$ cat src/rtl/tsmp_defs.svh
// Purpose: offsets, field positions and codes of the status message packer
// Assumes: 32-bit apb data, 16-bit packet words
// Notes: definitions only
`ifndef TSMP_DEFS_SVH
`define TSMP_DEFS_SVH

// header word fields
`define TSMP_ACK_BIT 15
`define TSMP_RSV_HI 14
`define TSMP_RSV_LO 12
`define TSMP_RSV_ZERO 3'h0
`define TSMP_CLS_HI 11
`define TSMP_CLS_LO 8
`define TSMP_FMT_HI 7
`define TSMP_FMT_LO 5
`define TSMP_FMT_ONE 3'h0
`define TSMP_TYP_HI 4
`define TSMP_TYP_LO 0

// message types
`define TSMP_T_END 5'h10
`define TSMP_T_FAIL 5'h11
`define TSMP_T_ERR 5'h12
`define TSMP_T_ATTENTION_MESSAGE 5'h13

// termination classes with a fixed meaning
`define TSMP_TC_NORM 3'h0
`define TSMP_TC_LINE 3'h1
`define TSMP_TC_ALERT 3'h2
`define TSMP_TC_REJ 3'h3
`define TSMP_TC_FATAL 3'h7

// class codes
`define TSMP_CC_NONE 4'h0
`define TSMP_CC_LINE 4'h0
`define TSMP_CC_ILL 4'h1
`define TSMP_CC_WLOCK 4'h2
`define TSMP_CC_DIAG 4'h3

// length word
`define TSMP_LEN_PAD 8'h00
`define TSMP_LEN_STD 8'h0a
`define TSMP_LEN_EXT 8'h0c

// packet word positions and sizes
`define TSMP_W_HDR 3'h0
`define TSMP_W_LEN 3'h1
`define TSMP_W_RES 3'h2
`define TSMP_W_XS0 3'h3
`define TSMP_N_STD 3'h6
`define TSMP_N_EXT 3'h7
`define TSMP_N_WORDS 8

// apb map
`define TSMP_A_CTRL 8'h00
`define TSMP_A_STAT 8'h04
`define TSMP_A_BUF 8'h20
`define TSMP_A_BUF_MASK 8'he0
`define TSMP_A_IDX_HI 4
`define TSMP_A_IDX_LO 2
`define TSMP_D_HI 15
`define TSMP_D_LO 0
`define TSMP_C_EXT 0
`define TSMP_C_AEN 1
`define TSMP_C_REL 2
`define TSMP_S_RDY 0
`define TSMP_S_BUSY 1
`define TSMP_S_OWN 2
`define TSMP_S_PEND 3
`define TSMP_S_EXT 4

`endif

$ cat src/rtl/tsmp_pkg.sv
// Purpose: types shared by the status message packer
// Assumes: nothing
// Notes: enums carry no explicit codes
package tsmp_pkg;
  typedef enum logic [1:0] {
    tsmp_cmd_other,
    tsmp_cmd_read,
    tsmp_cmd_space,
    tsmp_cmd_skip
  } tsmp_cmd_t;
  typedef enum logic [1:0] {
    tsmp_idle,
    tsmp_write,
    tsmp_finish
  } tsmp_state_t;
  typedef logic [15:0] tsmp_word_t;
endpackage

$ cat src/rtl/tsmp_packer.sv
// Purpose: builds status message packets into the message buffer
// Assumes: status side runs on i_core_clk, no synchronisers needed
// Notes: buffer words are read by the host over apb

`timescale 1ns/1ps
`include "tsmp_defs.svh"

// Functional notes
// - command answers set header acknowledge bit
// - attention messages leave acknowledge clear
// - header bits 14-12 written zero
// - class code unless normal end
// - packet format field always 000
// - message type field 10xxx form
// - length word upper byte zero
// - length 10, or 12 with extended
// - read residual is requested minus transferred
// - space/skip residual requested minus passed
// - extended status words in words three-seven
// - online/offline attention uses class 0000
// - fail class codes 1, 2, 3
// - message type follows termination class
// - ready clear, write, then ready set and notify together
module tsmp_packer (
  // clock and reset
  input wire logic i_core_clk,
  input wire logic i_arst_n,
  // apb slave
  input wire logic i_psel,
  input wire logic i_penable,
  input wire logic i_pwrite,
  input wire logic [7:0] i_paddr,
  input wire logic [31:0] i_pwdata,
  output logic [31:0] o_prdata,
  output logic o_pready,
  output logic o_pslverr,
  // command completion
  input wire logic i_cmd_done,
  input wire tsmp_pkg::tsmp_cmd_t i_cmd_kind,
  input wire logic [2:0] i_tclass,
  input wire logic [3:0] i_class_code,
  input wire tsmp_pkg::tsmp_word_t i_req_count,
  input wire tsmp_pkg::tsmp_word_t i_act_count,
  // extended status
  input wire tsmp_pkg::tsmp_word_t i_ext_status_0,
  input wire tsmp_pkg::tsmp_word_t i_ext_status_1,
  input wire tsmp_pkg::tsmp_word_t i_ext_status_2,
  input wire tsmp_pkg::tsmp_word_t i_ext_status_3,
  input wire tsmp_pkg::tsmp_word_t i_ext_status_4,
  // attention conditions
  input wire logic i_attention_message_line,
  input wire logic i_attention_message_fatal,
  // status toward host
  output logic o_subsystem_ready_flag,
  output logic o_msg_done,
  output logic o_msg_attention_message
);
  import tsmp_pkg::*;

  // writer, buffer and ownership state
  tsmp_state_t state;
  tsmp_word_t msg_buf [0:7];
  tsmp_word_t pkt [0:7];
  logic [2:0] wr_idx;
  logic [2:0] last_idx;
  logic ext_en;
  logic attention_message_en;
  logic owned;
  logic pend;
  logic pend_fatal;
  logic is_attention_message;

  // apb decode
  logic acc;
  logic wr_ctrl;
  logic is_ctrl;
  logic is_stat;
  logic is_buf;

  // message source selection
  logic start_cmd;
  logic start_attention_message;
  logic start;
  logic src_ack;
  logic [2:0] src_tclass;
  logic [3:0] src_class;
  tsmp_word_t hdr_word;
  tsmp_word_t resid_word;
  tsmp_word_t xs [0:4];
  tsmp_word_t next_pkt [0:7];
  logic [2:0] next_last;
  logic [31:0] next_rdata;

  assign acc = i_psel & i_penable & ~o_pready;
  assign is_ctrl = (i_paddr == `TSMP_A_CTRL);
  assign is_stat = (i_paddr == `TSMP_A_STAT);
  assign is_buf = ((i_paddr & `TSMP_A_BUF_MASK) == `TSMP_A_BUF);
  // a write lands only at the edge that samples pready high
  assign wr_ctrl = i_psel & i_penable & o_pready & i_pwrite & is_ctrl;

  // a command answer wins over a pending attention
  assign start_cmd = (state == tsmp_idle) & i_cmd_done;
  assign start_attention_message = (state == tsmp_idle) & ~i_cmd_done & pend & owned & attention_message_en;
  assign start = start_cmd | start_attention_message;

  // extended status words as an indexed set
  assign xs[0] = i_ext_status_0;
  assign xs[1] = i_ext_status_1;
  assign xs[2] = i_ext_status_2;
  assign xs[3] = i_ext_status_3;
  assign xs[4] = i_ext_status_4;

  // header source per message kind
  always_comb begin
    if (start_cmd) begin
      src_ack = 1'b1;
      src_tclass = i_tclass;
      src_class = i_class_code;
    end else if (pend_fatal) begin
      src_ack = 1'b0;
      src_tclass = `TSMP_TC_FATAL;
      src_class = `TSMP_CC_DIAG;
    end else begin
      src_ack = 1'b0;
      src_tclass = `TSMP_TC_LINE;
      src_class = `TSMP_CC_LINE;
    end
  end

  tsmp_hdr_build u_hdr (
    .i_ack(src_ack),
    .i_tclass(src_tclass),
    .i_class_code(src_class),
    .o_header(hdr_word)
  );

  tsmp_resid_calc u_resid (
    .i_cmd(start_cmd ? i_cmd_kind : tsmp_cmd_other),
    .i_req(i_req_count),
    .i_act(i_act_count),
    .o_resid(resid_word)
  );

  // packet image taken at message start
  always_comb begin
    for (int k = 0; k < 8; k++) begin
      next_pkt[k] = 16'h0000;
    end
    next_pkt[`TSMP_W_HDR] = hdr_word;
    next_pkt[`TSMP_W_LEN] = {`TSMP_LEN_PAD, ext_en ? `TSMP_LEN_EXT : `TSMP_LEN_STD};
    next_pkt[`TSMP_W_RES] = resid_word;
    for (int k = 0; k < 5; k++) begin
      next_pkt[3'(k) + `TSMP_W_XS0] = xs[k];
    end
    next_last = ext_en ? `TSMP_N_EXT : `TSMP_N_STD;
  end

  // snapshot of packet words
  always_ff @(posedge i_core_clk or negedge i_arst_n) begin
    if (!i_arst_n) begin
      for (int k = 0; k < 8; k++) begin
        pkt[k] <= 16'h0000;
      end
      last_idx <= `TSMP_N_STD;
      is_attention_message <= 1'b0;
    end else if (start) begin
      for (int k = 0; k < 8; k++) begin
        pkt[k] <= next_pkt[k];
      end
      last_idx <= next_last;
      is_attention_message <= start_attention_message;
    end
  end

  // writer sequence
  always_ff @(posedge i_core_clk or negedge i_arst_n) begin
    if (!i_arst_n) begin
      state <= tsmp_idle;
      wr_idx <= 3'h0;
    end else begin
      case (state)
        tsmp_idle: begin
          wr_idx <= 3'h0;
          if (start) begin
            state <= tsmp_write;
          end
        end
        tsmp_write: begin
          wr_idx <= 3'(wr_idx + 3'h1);
          if (wr_idx == last_idx) begin
            state <= tsmp_finish;
          end
        end
        tsmp_finish: begin
          state <= tsmp_idle;
        end
        default: begin
          state <= tsmp_idle;
        end
      endcase
    end
  end

  // message buffer, one word per cycle ascending
  for (genvar g = 0; g < `TSMP_N_WORDS; g++) begin
    always_ff @(posedge i_core_clk or negedge i_arst_n) begin
      if (!i_arst_n) begin
        msg_buf[g] <= 16'h0000;
      end else if ((state == tsmp_write) && (wr_idx == 3'(g))) begin
        msg_buf[g] <= pkt[g];
      end
    end
  end

  // completion pulses toward the host
  always_ff @(posedge i_core_clk or negedge i_arst_n) begin
    if (!i_arst_n) begin
      o_msg_done <= 1'b0;
      o_msg_attention_message <= 1'b0;
    end else begin
      o_msg_done <= (state == tsmp_finish);
      o_msg_attention_message <= (state == tsmp_finish) & is_attention_message;
    end
  end

  // ready flag, low from start until one cycle after the last word is in, rising with done
  always_ff @(posedge i_core_clk or negedge i_arst_n) begin
    if (!i_arst_n) begin
      o_subsystem_ready_flag <= 1'b1;
    end else if (start) begin
      o_subsystem_ready_flag <= 1'b0;
    end else if (state == tsmp_finish) begin
      o_subsystem_ready_flag <= 1'b1;
    end
  end

  // attention queue, a new condition beats the clear
  always_ff @(posedge i_core_clk or negedge i_arst_n) begin
    if (!i_arst_n) begin
      pend <= 1'b0;
      pend_fatal <= 1'b0;
    end else begin
      pend <= i_attention_message_line | i_attention_message_fatal | (pend & ~start_attention_message);
      pend_fatal <= i_attention_message_fatal | (pend_fatal & ~start_attention_message);
    end
  end

  // buffer ownership, control bits
  always_ff @(posedge i_core_clk or negedge i_arst_n) begin
    if (!i_arst_n) begin
      owned <= 1'b0;
      ext_en <= 1'b0;
      attention_message_en <= 1'b0;
    end else begin
      if (wr_ctrl) begin
        ext_en <= i_pwdata[`TSMP_C_EXT];
        attention_message_en <= i_pwdata[`TSMP_C_AEN];
      end
      if (wr_ctrl & i_pwdata[`TSMP_C_REL]) begin
        owned <= 1'b1;
      end else if (start_attention_message) begin
        owned <= 1'b0;
      end
    end
  end

  // apb handshake, one wait cycle
  always_ff @(posedge i_core_clk or negedge i_arst_n) begin
    if (!i_arst_n) begin
      o_pready <= 1'b0;
      o_pslverr <= 1'b0;
    end else begin
      o_pready <= acc;
      o_pslverr <= acc & ~(is_ctrl | is_stat | is_buf);
    end
  end

  // read data select, zero for writes and holes
  always_comb begin
    next_rdata = 32'h0000_0000;
    if (acc & ~i_pwrite) begin
      if (is_ctrl) begin
        next_rdata[`TSMP_C_EXT] = ext_en;
        next_rdata[`TSMP_C_AEN] = attention_message_en;
      end else if (is_stat) begin
        next_rdata[`TSMP_S_RDY] = o_subsystem_ready_flag;
        next_rdata[`TSMP_S_BUSY] = (state != tsmp_idle);
        next_rdata[`TSMP_S_OWN] = owned;
        next_rdata[`TSMP_S_PEND] = pend;
        next_rdata[`TSMP_S_EXT] = ext_en;
      end else if (is_buf) begin
        next_rdata[`TSMP_D_HI:`TSMP_D_LO] = msg_buf[i_paddr[`TSMP_A_IDX_HI:`TSMP_A_IDX_LO]];
      end
    end
  end

  // read data register, stands with pready
  always_ff @(posedge i_core_clk or negedge i_arst_n) begin
    if (!i_arst_n) begin
      o_prdata <= 32'h0000_0000;
    end else begin
      o_prdata <= next_rdata;
    end
  end
endmodule

$ cat src/rtl/tsmp_hdr_build.sv
// Purpose: forms the header word of a status message
// Assumes: termination class and class code are stable while read
// Notes: purely combinational
`timescale 1ns/1ps
`include "tsmp_defs.svh"
module tsmp_hdr_build (
  // message source
  input wire logic i_ack,
  input wire logic [2:0] i_tclass,
  input wire logic [3:0] i_class_code,
  // header word
  output tsmp_pkg::tsmp_word_t o_header
);
  import tsmp_pkg::*;
  logic [4:0] msg_type;
  logic [3:0] cls;

  // termination class to message type
  always_comb begin
    case (i_tclass)
      `TSMP_TC_NORM, `TSMP_TC_ALERT: msg_type = `TSMP_T_END;
      `TSMP_TC_REJ: msg_type = `TSMP_T_FAIL;
      `TSMP_TC_LINE, `TSMP_TC_FATAL: msg_type = `TSMP_T_ATTENTION_MESSAGE;
      default: msg_type = `TSMP_T_ERR;
    endcase
  end

  // class code only outside a normal end
  always_comb begin
    if (msg_type == `TSMP_T_END) begin
      cls = `TSMP_CC_NONE;
    end else begin
      cls = i_class_code;
    end
  end

  // field assembly
  always_comb begin
    o_header = '0;
    o_header[`TSMP_ACK_BIT] = i_ack;
    o_header[`TSMP_RSV_HI:`TSMP_RSV_LO] = `TSMP_RSV_ZERO;
    o_header[`TSMP_CLS_HI:`TSMP_CLS_LO] = cls;
    o_header[`TSMP_FMT_HI:`TSMP_FMT_LO] = `TSMP_FMT_ONE;
    o_header[`TSMP_TYP_HI:`TSMP_TYP_LO] = msg_type;
  end
endmodule

$ cat src/rtl/tsmp_resid_calc.sv
// Purpose: residual count word of a status message
// Assumes: actual count never exceeds requested count
// Notes: zero for commands without a count
`timescale 1ns/1ps
`include "tsmp_defs.svh"
module tsmp_resid_calc (
  // command outcome
  input wire tsmp_pkg::tsmp_cmd_t i_cmd,
  input wire tsmp_pkg::tsmp_word_t i_req,
  input wire tsmp_pkg::tsmp_word_t i_act,
  // residual
  output tsmp_pkg::tsmp_word_t o_resid
);
  import tsmp_pkg::*;

  // requested minus done, also on early stop
  always_comb begin
    case (i_cmd)
      tsmp_cmd_read: o_resid = 16'(i_req - i_act);
      tsmp_cmd_space: o_resid = 16'(i_req - i_act);
      tsmp_cmd_skip: o_resid = 16'(i_req - i_act);
      default: o_resid = 16'h0000;
    endcase
  end
endmodule

$ cat config.mk
export PLATFORM = sky130hd
export DESIGN_NAME = tsmp_packer
export DESIGN_NICKNAME = d
export VERILOG_FILES = /design/src/rtl/tsmp_pkg.sv /design/src/rtl/tsmp_packer.sv /design/src/rtl/tsmp_hdr_build.sv /design/src/rtl/tsmp_resid_calc.sv
export VERILOG_INCLUDE_DIRS = /design/src /design/src/rtl
export SDC_FILE = /design/constraint.sdc
export NUM_CORES = 1
export LEC_CHECK = 0
export ABC_AREA = 1
export BUFFER_PORTS_ARGS = -buffer_cell sky130_fd_sc_hd__buf_2
export CAP_MARGIN = 40
export CORE_ASPECT_RATIO = 0.5
export CORE_MARGIN = 1.5
export CORE_UTILIZATION = 31
export CTS_BUF_LIST = sky130_fd_sc_hd__clkbuf_16
export DETAILED_ROUTE_END_ITERATION = 12
export GPL_ROUTABILITY_DRIVEN = 1
export PLACE_DENSITY = 0.58
export SETUP_SLACK_MARGIN = 0.2
export SLEW_MARGIN = 20
export SYNTH_ARGS = -nofsm -noshare
export SYNTH_HDL_FRONTEND = slang
export SYNTH_SLANG_ARGS = --single-unit
export TNS_END_PERCENT = 5
$ cat constraint.sdc
create_clock -name i_core_clk -period 3 [get_ports i_core_clk]
set_input_delay 0.3 -clock i_core_clk [delete_from_list [all_inputs] [get_ports i_core_clk]]
set_output_delay 0.3 -clock i_core_clk [all_outputs]
set_load 0.005 [all_outputs]
---- After elaboration in Yosys (flattened, before gate mapping) ----
Cells that the tools add are included.
word-level totals
  flip-flop bits (word level) ............. 263
  latch bits .............................. 0
  bits in writable memories ............... 0
  memory bits (read-only) ................. 0
  input port bits ......................... 169
  output and inout port bits .............. 37
  word-level logic and storage cells ...... 132
  memories ................................ 0
cells by class
  $add $sub $neg .......................... 2
  $mul .................................... 0
  div/mod/pow operators ................... 0
  magnitude comparators ................... 1
  eq/ne operators ......................... 22
  shifts and indexed selects .............. 0
  multiplexer cells ....................... 28
  bitwise operators ....................... 28
  reductions and logical operators ........ 20
operators with widths
  kind                count
  $mux 16             5
  $bmux 16 s3         1
  $and 1x1->1         16
  $sub 16x16->16      1
  $eq 3x3->1 const B  5
  $mux 14             1
  $eq 3x2->1 const B  4
  $mux 11             1
  $mux 2              5
  $eq 3x1->1 const B  3
  $mux 3              3
  $eq 8x3->1 const B  1
  $logic_and 1x1->1   8
  $logic_not 8->1     1
  $mux 4              2
  $reduce_bool 2->1   4
  $eq 2x2->1 const B  3
  $logic_not 3->1     2
  $mux 1              6
  $or 1x1->1          6
  $pmux 2 s3          1
  $pmux 3 s2          1
  $eq 5x5->1 const B  1
  $mux 5              1
  other kinds (12)    19

---- Depth between registers and ports, before layout ----
Gate-level depths: netlist of the first run.
  depth in word-level cells ............... 8
  mapped depth ............................ 13
  mapped depth without buffers ............ 13

---- Modules after synthesis ----
A second synthesis of the first run with hierarchy kept.
unflattened totals
  cells, all modules ...................... 1500
  area total of the unflattened synthesis .. 12333.1 sq um
by module, submodules not included
  module           times used  cells each  area each (sq um)  sequential area each (sq um)
  tsmp_packer      1           1249        11086.9            6557.5
  tsmp_resid_calc  1           222         1094.8             0.0
  tsmp_hdr_build   1           29          151.4              0.0

---- Worst setup path after synthesis of the first run ----
OpenSTA, ideal clock, no wires.
  path type ............................... input-to-reg
  from .................................... input i_req_count[0]
  to ...................................... register pkt[92] (netlist name)
  setup time .............................. 0.118 ns
  arrival ................................. 1.445 ns
  data required time ...................... 2.882 ns
  path slack .............................. 1.437 ns
  cell stages on the path ................. 11
  path buffers ............................ 0
  cell sequence ........................... inv_1 > ha_1 > fa_1 > inv_1 > nand3_1 > nand3_1 > nand3_1 > nand3_1 > nand2_1 > nand3_1 > nand2_1
on the way
  cells in the longest elaborated chain, start to end .. 2
RTL lines
  what                           RTL line                                                             source
  start, declared                tsmp_packer.sv:42                                                    input wire tsmp_pkg::tsmp_word_t i_req_count,
  $sub 16x16->16                 tsmp_resid_calc.sv:19, tsmp_resid_calc.sv:20, tsmp_resid_calc.sv:21
  $mux 16                        --
  end signal, assigned by index  tsmp_packer.sv:168                                                   pkt[k] <= next_pkt[k];
  end, declared                  tsmp_packer.sv:63                                                    tsmp_word_t pkt [0:7];
Every way passes these cells.
A chain may end at the register's enable or synchronous reset.

---- Worst setup path in the final report of the first run ----
  from .................................... register state[0]
  to ...................................... register pkt[69] (netlist name)
on the way
  cells in the longest elaborated chain, start to end .. 6
  elaborated cells on any way between the ends .. 7
  classes of those cells .................. 6 x bitwise; 1 x reduce/logical
RTL lines
  what                       RTL line                                source
  start, declared            tsmp_packer.sv:61                       tsmp_state_t state;
  start signal, assigned     tsmp_packer.sv:178                      state <= tsmp_idle;
  start signal, assigned     tsmp_packer.sv:185                      state <= tsmp_write;
  start signal, assigned     tsmp_packer.sv:191                      state <= tsmp_finish;
  $logic_not 2->1 *          tsmp_packer.sv:102, tsmp_packer.sv:103
  $and 1x1->1 (4 in series)  tsmp_packer.sv:103                      assign start_attention_message = (state == tsmp_idle) & ~i_cmd_done & pend & owned & attention_message_en;
  $or 1x1->1 *               tsmp_packer.sv:104                      assign start = start_cmd | start_attention_message;
Every way passes the cells marked *; elsewhere a longest branch is shown, timed or not.

==> results.sh, run 1 <==
export IMPL_outcome="completed"
export IMPL_grt_pass1_vias=8595
export IMPL_ioPinCount=206
export IMPL_setup_tns_ns=0
export IMPL_vdd_drop_max_uv=447
export IMPL_cts_reportedPaths_clkPinSlew_ns=0.06
export IMPL_clockBufferDepth=3
export IMPL_p_comb_frac=0.260
export IMPL_synth_distinct_cells=40
export IMPL_yosysMostFrequentCell="nand2_1"
export IMPL_rows=48
export IMPL_syn_to_final_growth_pct=22.0
export IMPL_yosysTopAreaCell="dfrtp_1"
export IMPL_reg2regPathDepth=8
export IMPL_final_period_utilization=0.666
export IMPL_r2r_slack_ns=1.00
export IMPL_timing_rr_start="state[0]$_DFFE_PN0P_"
export IMPL_final_cells=1992
export IMPL_pwr_share_clk=0.264
export IMPL_grtUsageTotal=0.157
export IMPL_antenna_cells=0
export IMPL_cts_buffers=25
export IMPL_hpwl_um=20800
export IMPL_grt_max_degree=72
export IMPL_via_per_inst=4.51
export IMPL_internal_power_mw=7.39
export IMPL_antenna_found_initial=0
export IMPL_power_switching_share=0.330
export IMPL_ys_ff_latch=245
export IMPL_utilization=0.389
export IMPL_fin_skew_ns=0.0121
export IMPL_place_gp_congestion=0.829
export IMPL_synth_warnings=0
export IMPL_synth_edf_count=0
export IMPL_firstDrtPassIters=5
export IMPL_max_freq_ghz=0.501
export IMPL_netlist_top_cells_count="nand2_1 (326), o21ai_0 (250), dfrtp_1 (244), inv_1 (175), nor2_1 (61)"
export IMPL_synth_area_top_cells="dfrtp_1 (55%), o21ai_0 (11%), nand2_1 (11%)"
export IMPL_critPathArrivalTime_ns=2.43
export IMPL_worstSetupStartpointType="flop"
export IMPL_die_x_um=272
export IMPL_yosysTopAreaCellShare=0.546
export IMPL_final_setup_viol_count=0
export IMPL_holdPathEnd="pkt[64]$_DFFE_PN0N_"
export IMPL_slew_headroom=0.618
export IMPL_clock_sinks=245
export IMPL_cts_htree_levels=1
export IMPL_fp_dieH_um=137
export IMPL_dp_cells=1901
export IMPL_hold_depth=3
export IMPL_final_area_um2=13600
export IMPL_tightest_slew_ns=0.573
export IMPL_powerDensity_nw_per_um2=810
export IMPL_slew_viol_final=0
export IMPL_cts_tree="yes"
export IMPL_wl_per_cell_um=14.6
export IMPL_netlist_instances=1308
export IMPL_crit_fanout=35
export IMPL_p_switching_mw=3.64
export IMPL_ant_nets=0
export IMPL_end_kind="flop"
export IMPL_worstPathRequired_ns=3.43
export IMPL_drt_wl_total_um=29100
export IMPL_report_final_hold_viol_count=0
export IMPL_p_leak_nw=6.86
export IMPL_fin_nets=1693
export IMPL_design_core_area_um2=35000
export IMPL_route_vias_total=8980
export IMPL_rsz0062_at_grt="no"
export IMPL_reg2reg_to="pkt[69]$_DFFE_PN0N_"
export IMPL_initial_utilization=0.319
export IMPL_synth_area_um2=11200
export IMPL_syn_area_per_cell_um2=8.55
export IMPL_overflow=0
export IMPL_place_area_um2=12400
export IMPL_criticalPathCategory="reg -> reg"
export IMPL_cap_violations=0
export IMPL_die_area_um2=37300
export IMPL_synthFlopType="dfrtp_1"
export IMPL_seq_area_frac_synth=0.549
export IMPL_post_cts_setup_buffer_count=0
export IMPL_min_from="i_ext_status_0[0]"
export IMPL_hold_path_class="in -> reg"
export IMPL_fin_crit_ns=2.00
export IMPL_cts_root_buf="clkbuf_16"
export IMPL_drt_iter0_drc=723
export IMPL_ys_async_sr_fraction=1.00
export IMPL_seqPwrFrac=0.476
export IMPL_port_buffers=160
export IMPL_clk_latency_ns=0.52
export IMPL_drc_errors=0
export IMPL_grt_pass1_wl_um=46500
export IMPL_drive_gt1_frac=0.158
registers in the layout, summed over array words and instances, names as in the netlist:
name / cells
attention_message_en: 1
ext_en: 1
is_attention_message: 1
msg_buf: 107
o_msg_attention_message: 1
o_msg_done: 1
o_prdata: 16
o_pready: 1
o_pslverr: 1
o_subsystem_ready_flag: 1
owned: 1
pend: 1
pend_fatal: 1
pkt: 106
state: 2
wr_idx: 3
layer usage:
layer,global-route usage,wire (um),part of all wire,up-vias
met5,0,0,0,-
met4,0.0454,754,0.026,0
met3,0.0157,780,0.027,42
met2,0.252,13200,0.45,136
met1,0.226,14300,0.49,4276
li1,-,-,-,4526
power by group through the flow:
stage	Sequential [mW]	Clock, mW	Combinational, mW
detailed placement	5.30	0	2.86
finish	5.26	2.91	2.87
global route	5.42	3.13	3.37
global placement	5.27	0	2.77
floorplan	5.12	0	2.07
CTS	5.25	2.98	2.93
worst max-delay path: stages, from the launching register on:
cell	delay (ns)
dfrtp_1	0.42
nor2_1	0.16
inv_1	0.10
nor4_4	0.22
inv_2	0.12
nand2_4	0.34
buf_4	0.37
nand2_1	0.09
o21ai_0	0.09
repair_timing:
action,4_1_cts,5_1_grt
endpoints found under the hold margin,114,0
hold buffers,49,0
resized for setup,0,0
how the worst max path moves through the flow:
stage | from | to | depth (start not counted)
detailed placement | i_paddr[3] | o_prdata[15]$_DFF_PN0_ | 7
CTS | state[0]$_DFFE_PN0P_ | pkt[70]$_DFFE_PN0N_ | 7
finish | state[0]$_DFFE_PN0P_ | pkt[69]$_DFFE_PN0N_ | 8
global placement | i_paddr[3] | o_prdata[6]$_DFF_PN0_ | 7
global route | state[0]$_DFFE_PN0P_ | pkt[65]$_DFFE_PN0N_ | 8
floorplan | i_req_count[0] | pkt[92]$_DFFE_PN0N_ | 11
cells in the final DEF, fill, tap and decap left out, drive strengths merged:
master       Yosys  layout
a21boi           1       1
a21o             1       1
a21oi           50      50
a22oi            6       6
buf             47     176
bufinv           0       2
clkbuf          26      25
clkinv           0       4
conb             1      16
dfrtp          244     244
dfstp            1       1
dlygate4sd3      0      49
fa               1       1
ha              21      21
inv            181     192
mux2             8       8
nand2          327     327
nand3           37      37
nand3b           1       1
nand4            5       5
nor2            66      66
nor3             5       5
nor4             2       2
o211ai           9       9
o21a             7       7
o21ai          255     255
o22ai            3       3
or2              2       2
xnor2            1       1
logic make-up (layout without fill, tap and decap cells):
kind of cell	after synthesis	count (layout)	share of synthesized area
other	1	16	0.000336
AO/OA/AOI/OAI	332	332	0.156
flip-flops	245	245	0.549
XOR/XNOR	1	1	0.000784
adder cells (fa/ha/maj)	22	22	0.0253
buffers and inverters	254	448	0.0990
multiplexers	8	8	0.00806
AND/OR/NAND/NOR	445	445	0.161
metrics by stage:
stage | hold WS, ns | total power, mW | setup WS (ns)
after floorplan | 0.00441 | 7.19 | 1.44
after global placement | 0.309 | 8.04 | 0.853
after detailed placement | 0.312 | 8.15 | 0.849
after CTS | 0.00149 | 11.2 | 0.981
after global routing | 0.0135 | 11.9 | 0.794
final | 0.0136 | 11.0 | 1.00
final cells by class:
cell class | count | area, um^2
fill | 3554 | 21400
timing repair buffer | 225 | 1470
tap | 475 | 594
clock inverter | 17 | 125
sequential | 245 | 6130
multi-input combinational | 824 | 4000
inverter | 181 | 679
clock buffer | 25 | 626
Power figures use the tool's default switching activity.
==> run 2: changes to the inputs <==
PLACE_DENSITY = 0.59   (was 0.58)
clock period = 1.65 ns   (was 3 ns; I/O delays follow)
==> run 2 against run 1 <==
  * Routed wire length grew 8.1%
  * Register-to-register slack lost 0.96 ns
  * Maximum frequency grew 24%
  * Combinational power grew 120%
  * Clock power grew 76%
  * Sequential share of layout area shrank 3.7 points
  * First-iteration DRC count shrank 8.7%
  * Cell count grew 4.5%
  * Critical path type unchanged
  * Highest routed layer unchanged
==> results.sh, run 2 (same netlist as run 1, synthesis figures left out) <==
export IMPL_outcome="completed"
export IMPL_drt_wl_total_um=31400
export IMPL_report_final_hold_viol_count=0
export IMPL_layout_common_cells="nand2_1 (307), dfrtp_1 (243), o21ai_0 (206), inv_1 (182), buf_2 (159)"
export IMPL_crit_fanout=16
export IMPL_critPathArrivalTime_ns=2.03
export IMPL_hold_path_class="in -> reg"
export IMPL_fill_cells=3434
export IMPL_wl_per_cell_um=15.1
export IMPL_drt_iter0_drc=660
export IMPL_reg_top3="msg_buf (107), pkt (106), o_prdata (16)"
export IMPL_drive_gt1_frac=0.201
export IMPL_vdd_drop_max_uv=840
export IMPL_criticalPathCategory="reg -> reg"
export IMPL_die_x_um=272
export IMPL_die_area_um2=37300
export IMPL_grt_max_degree=53
export IMPL_initial_utilization=0.319
export IMPL_fin_hold_ws_ns=0.00739
export IMPL_place_gp_congestion=0.816
export IMPL_overflow=0
export IMPL_critical_path_startpoint="state[1]$_DFFE_PN0P_"
export IMPL_rows=48
export IMPL_port_buffers=160
export IMPL_rsz0062_at_grt="yes"
export IMPL_via_per_inst=4.54
export IMPL_seq_area_um2=6130
export IMPL_cts_htree_levels=1
export IMPL_max_freq_ghz=0.623
export IMPL_fin_nets=1783
export IMPL_ant_nets=0
export IMPL_clock_sinks=245
export IMPL_cts_tree="yes"
export IMPL_design_core_area_um2=35000
export IMPL_syn_to_final_growth_pct=33.0
export IMPL_place_ws_ns=0.000417
export IMPL_slew_viol_final=0
export IMPL_timing_rr_start="state[1]$_DFFE_PN0P_"
export IMPL_route_vias_total=9444
export IMPL_grtUsageTotal=0.167
export IMPL_fin_ws_ns=0.0442
export IMPL_largest_register="msg_buf"
export IMPL_antenna_cells=0
export IMPL_fin_crit_ns=1.61
export IMPL_cts_root_buf="clkbuf_16"
export IMPL_crit_slowest_cell="dfrtp_1"
export IMPL_hpwl_um=21600
export IMPL_end_kind="flop"
export IMPL_final_period_utilization=0.973
export IMPL_multi_input_area_um2=4200
export IMPL_grt_pass1_vias=9157
export IMPL_cts_reportedPaths_clkPinSlew_ns=0.06
export IMPL_powerDensity_nw_per_um2=1410
export IMPL_clockBufferDepth=3
export IMPL_clk_latency_ns=0.52
export IMPL_cap_violations=0
export IMPL_slowest_delay_ns=0.41
export IMPL_antenna_found_initial=0
export IMPL_ioPinCount=206
export IMPL_largest_register_ffs=107
export IMPL_fp_dieH_um=137
export IMPL_cts_buffers=25
export IMPL_final_common_cell="nand2_1"
export IMPL_grt_pass1_wl_um=49100
export IMPL_final_setup_viol_count=0
export IMPL_p_leak_nw=7.46
export IMPL_drc_errors=0
export IMPL_fin_skew_ns=0.0173
export IMPL_worstSetupStartpointType="flop"
export IMPL_path_cells="nor2_2 -> inv_2 -> nor4_4 -> inv_2 -> buf_12 -> nand2_8 -> buf_12 -> nand2_1 -> o21ai_0"
export IMPL_total_power_mw=20.9
export IMPL_worstPathRequired_ns=2.08
export IMPL_firstDrtPassIters=5
export IMPL_min_from="i_cmd_done"
-- run 2: through the flow --
stage	std cells	area, um^2	setup TNS, ns	util
detailed placement	1938	12800	0	0.366
CTS	2078	14600	0	0.417
finish	2082	14900	0	0.425
global route	2082	14900	-2.18	0.425
floorplan	1323	11200	0	-
global placement	1938	12800	0	0.366
-- run 2: per-layer routing --
layer | GRT usage | part of all wire
met2 | 0.276 | 0.47
met4 | 0.0494 | 0.025
met5 | 0 | 0
met1 | 0.232 | 0.48
met3 | 0.0166 | 0.033
-- run 2: worst max-delay path: cells and delay by family, from the launching register on --
kind / cells / cell delay [ns]
AOI/OAI and AO/OA: 1 / 0.07
buffers and inverters: 4 / 0.51
DFF: 1 / 0.41
and+or+nand+nor: 4 / 0.49
-- run 2: worst paths after layout --
kind                                                           end  slack (ns)  depth (start not counted)
worst max-delay path                           pkt[28]$_DFFE_PN0N_        0.04                          9
worst min-delay path                                pend$_DFF_PN0_       0.007                          3
worst max register to register                 pkt[28]$_DFFE_PN0N_        0.04                          9
worst min register to register                pkt[116]$_DFFE_PN0N_        0.48                          2
max in group asynchronous       o_subsystem_ready_flag$_DFFE_PN1P_        0.91                          3
min in group asynchronous                  msg_buf[29]$_DFFE_PN0P_        0.12                          2
-- run 2: layout make-up --
| cell class | instances | share of cell area |
|---|---|---|
| repair buffers | 314 | 0.171 |
| flip-flops and latches | 245 | 0.413 |
| multi-input cells | 825 | 0.282 |
| clock buffers | 25 | 0.0421 |
| well taps | 475 | 0.0400 |
| inverters | 181 | 0.0457 |
| clock inverters | 17 | 0.00631 |
-- run 2: report_power, final --
part           leakage [nW]  switching, mW  internal (mW)  total (mW)
clock                 0.388           2.26           2.87        5.13
combinational          4.01           3.68           2.55        6.23
sequential             3.05           1.07           8.50        9.57
total                  7.46           7.01           13.9        20.9
-- run 2: what timing repair did --
| item | CTS | global route |
|---|---|---|
| setup buffers | 1 | 1 |
| hold endpoints to repair | 340 | 0 |
| pin swaps | 0 | 7 |
| gates resized for setup | 7 | 99 |
| gates cloned | 3 | 3 |
| hold buffers | 94 | 0 |
| endpoints found under the setup margin | 120 | 222 |
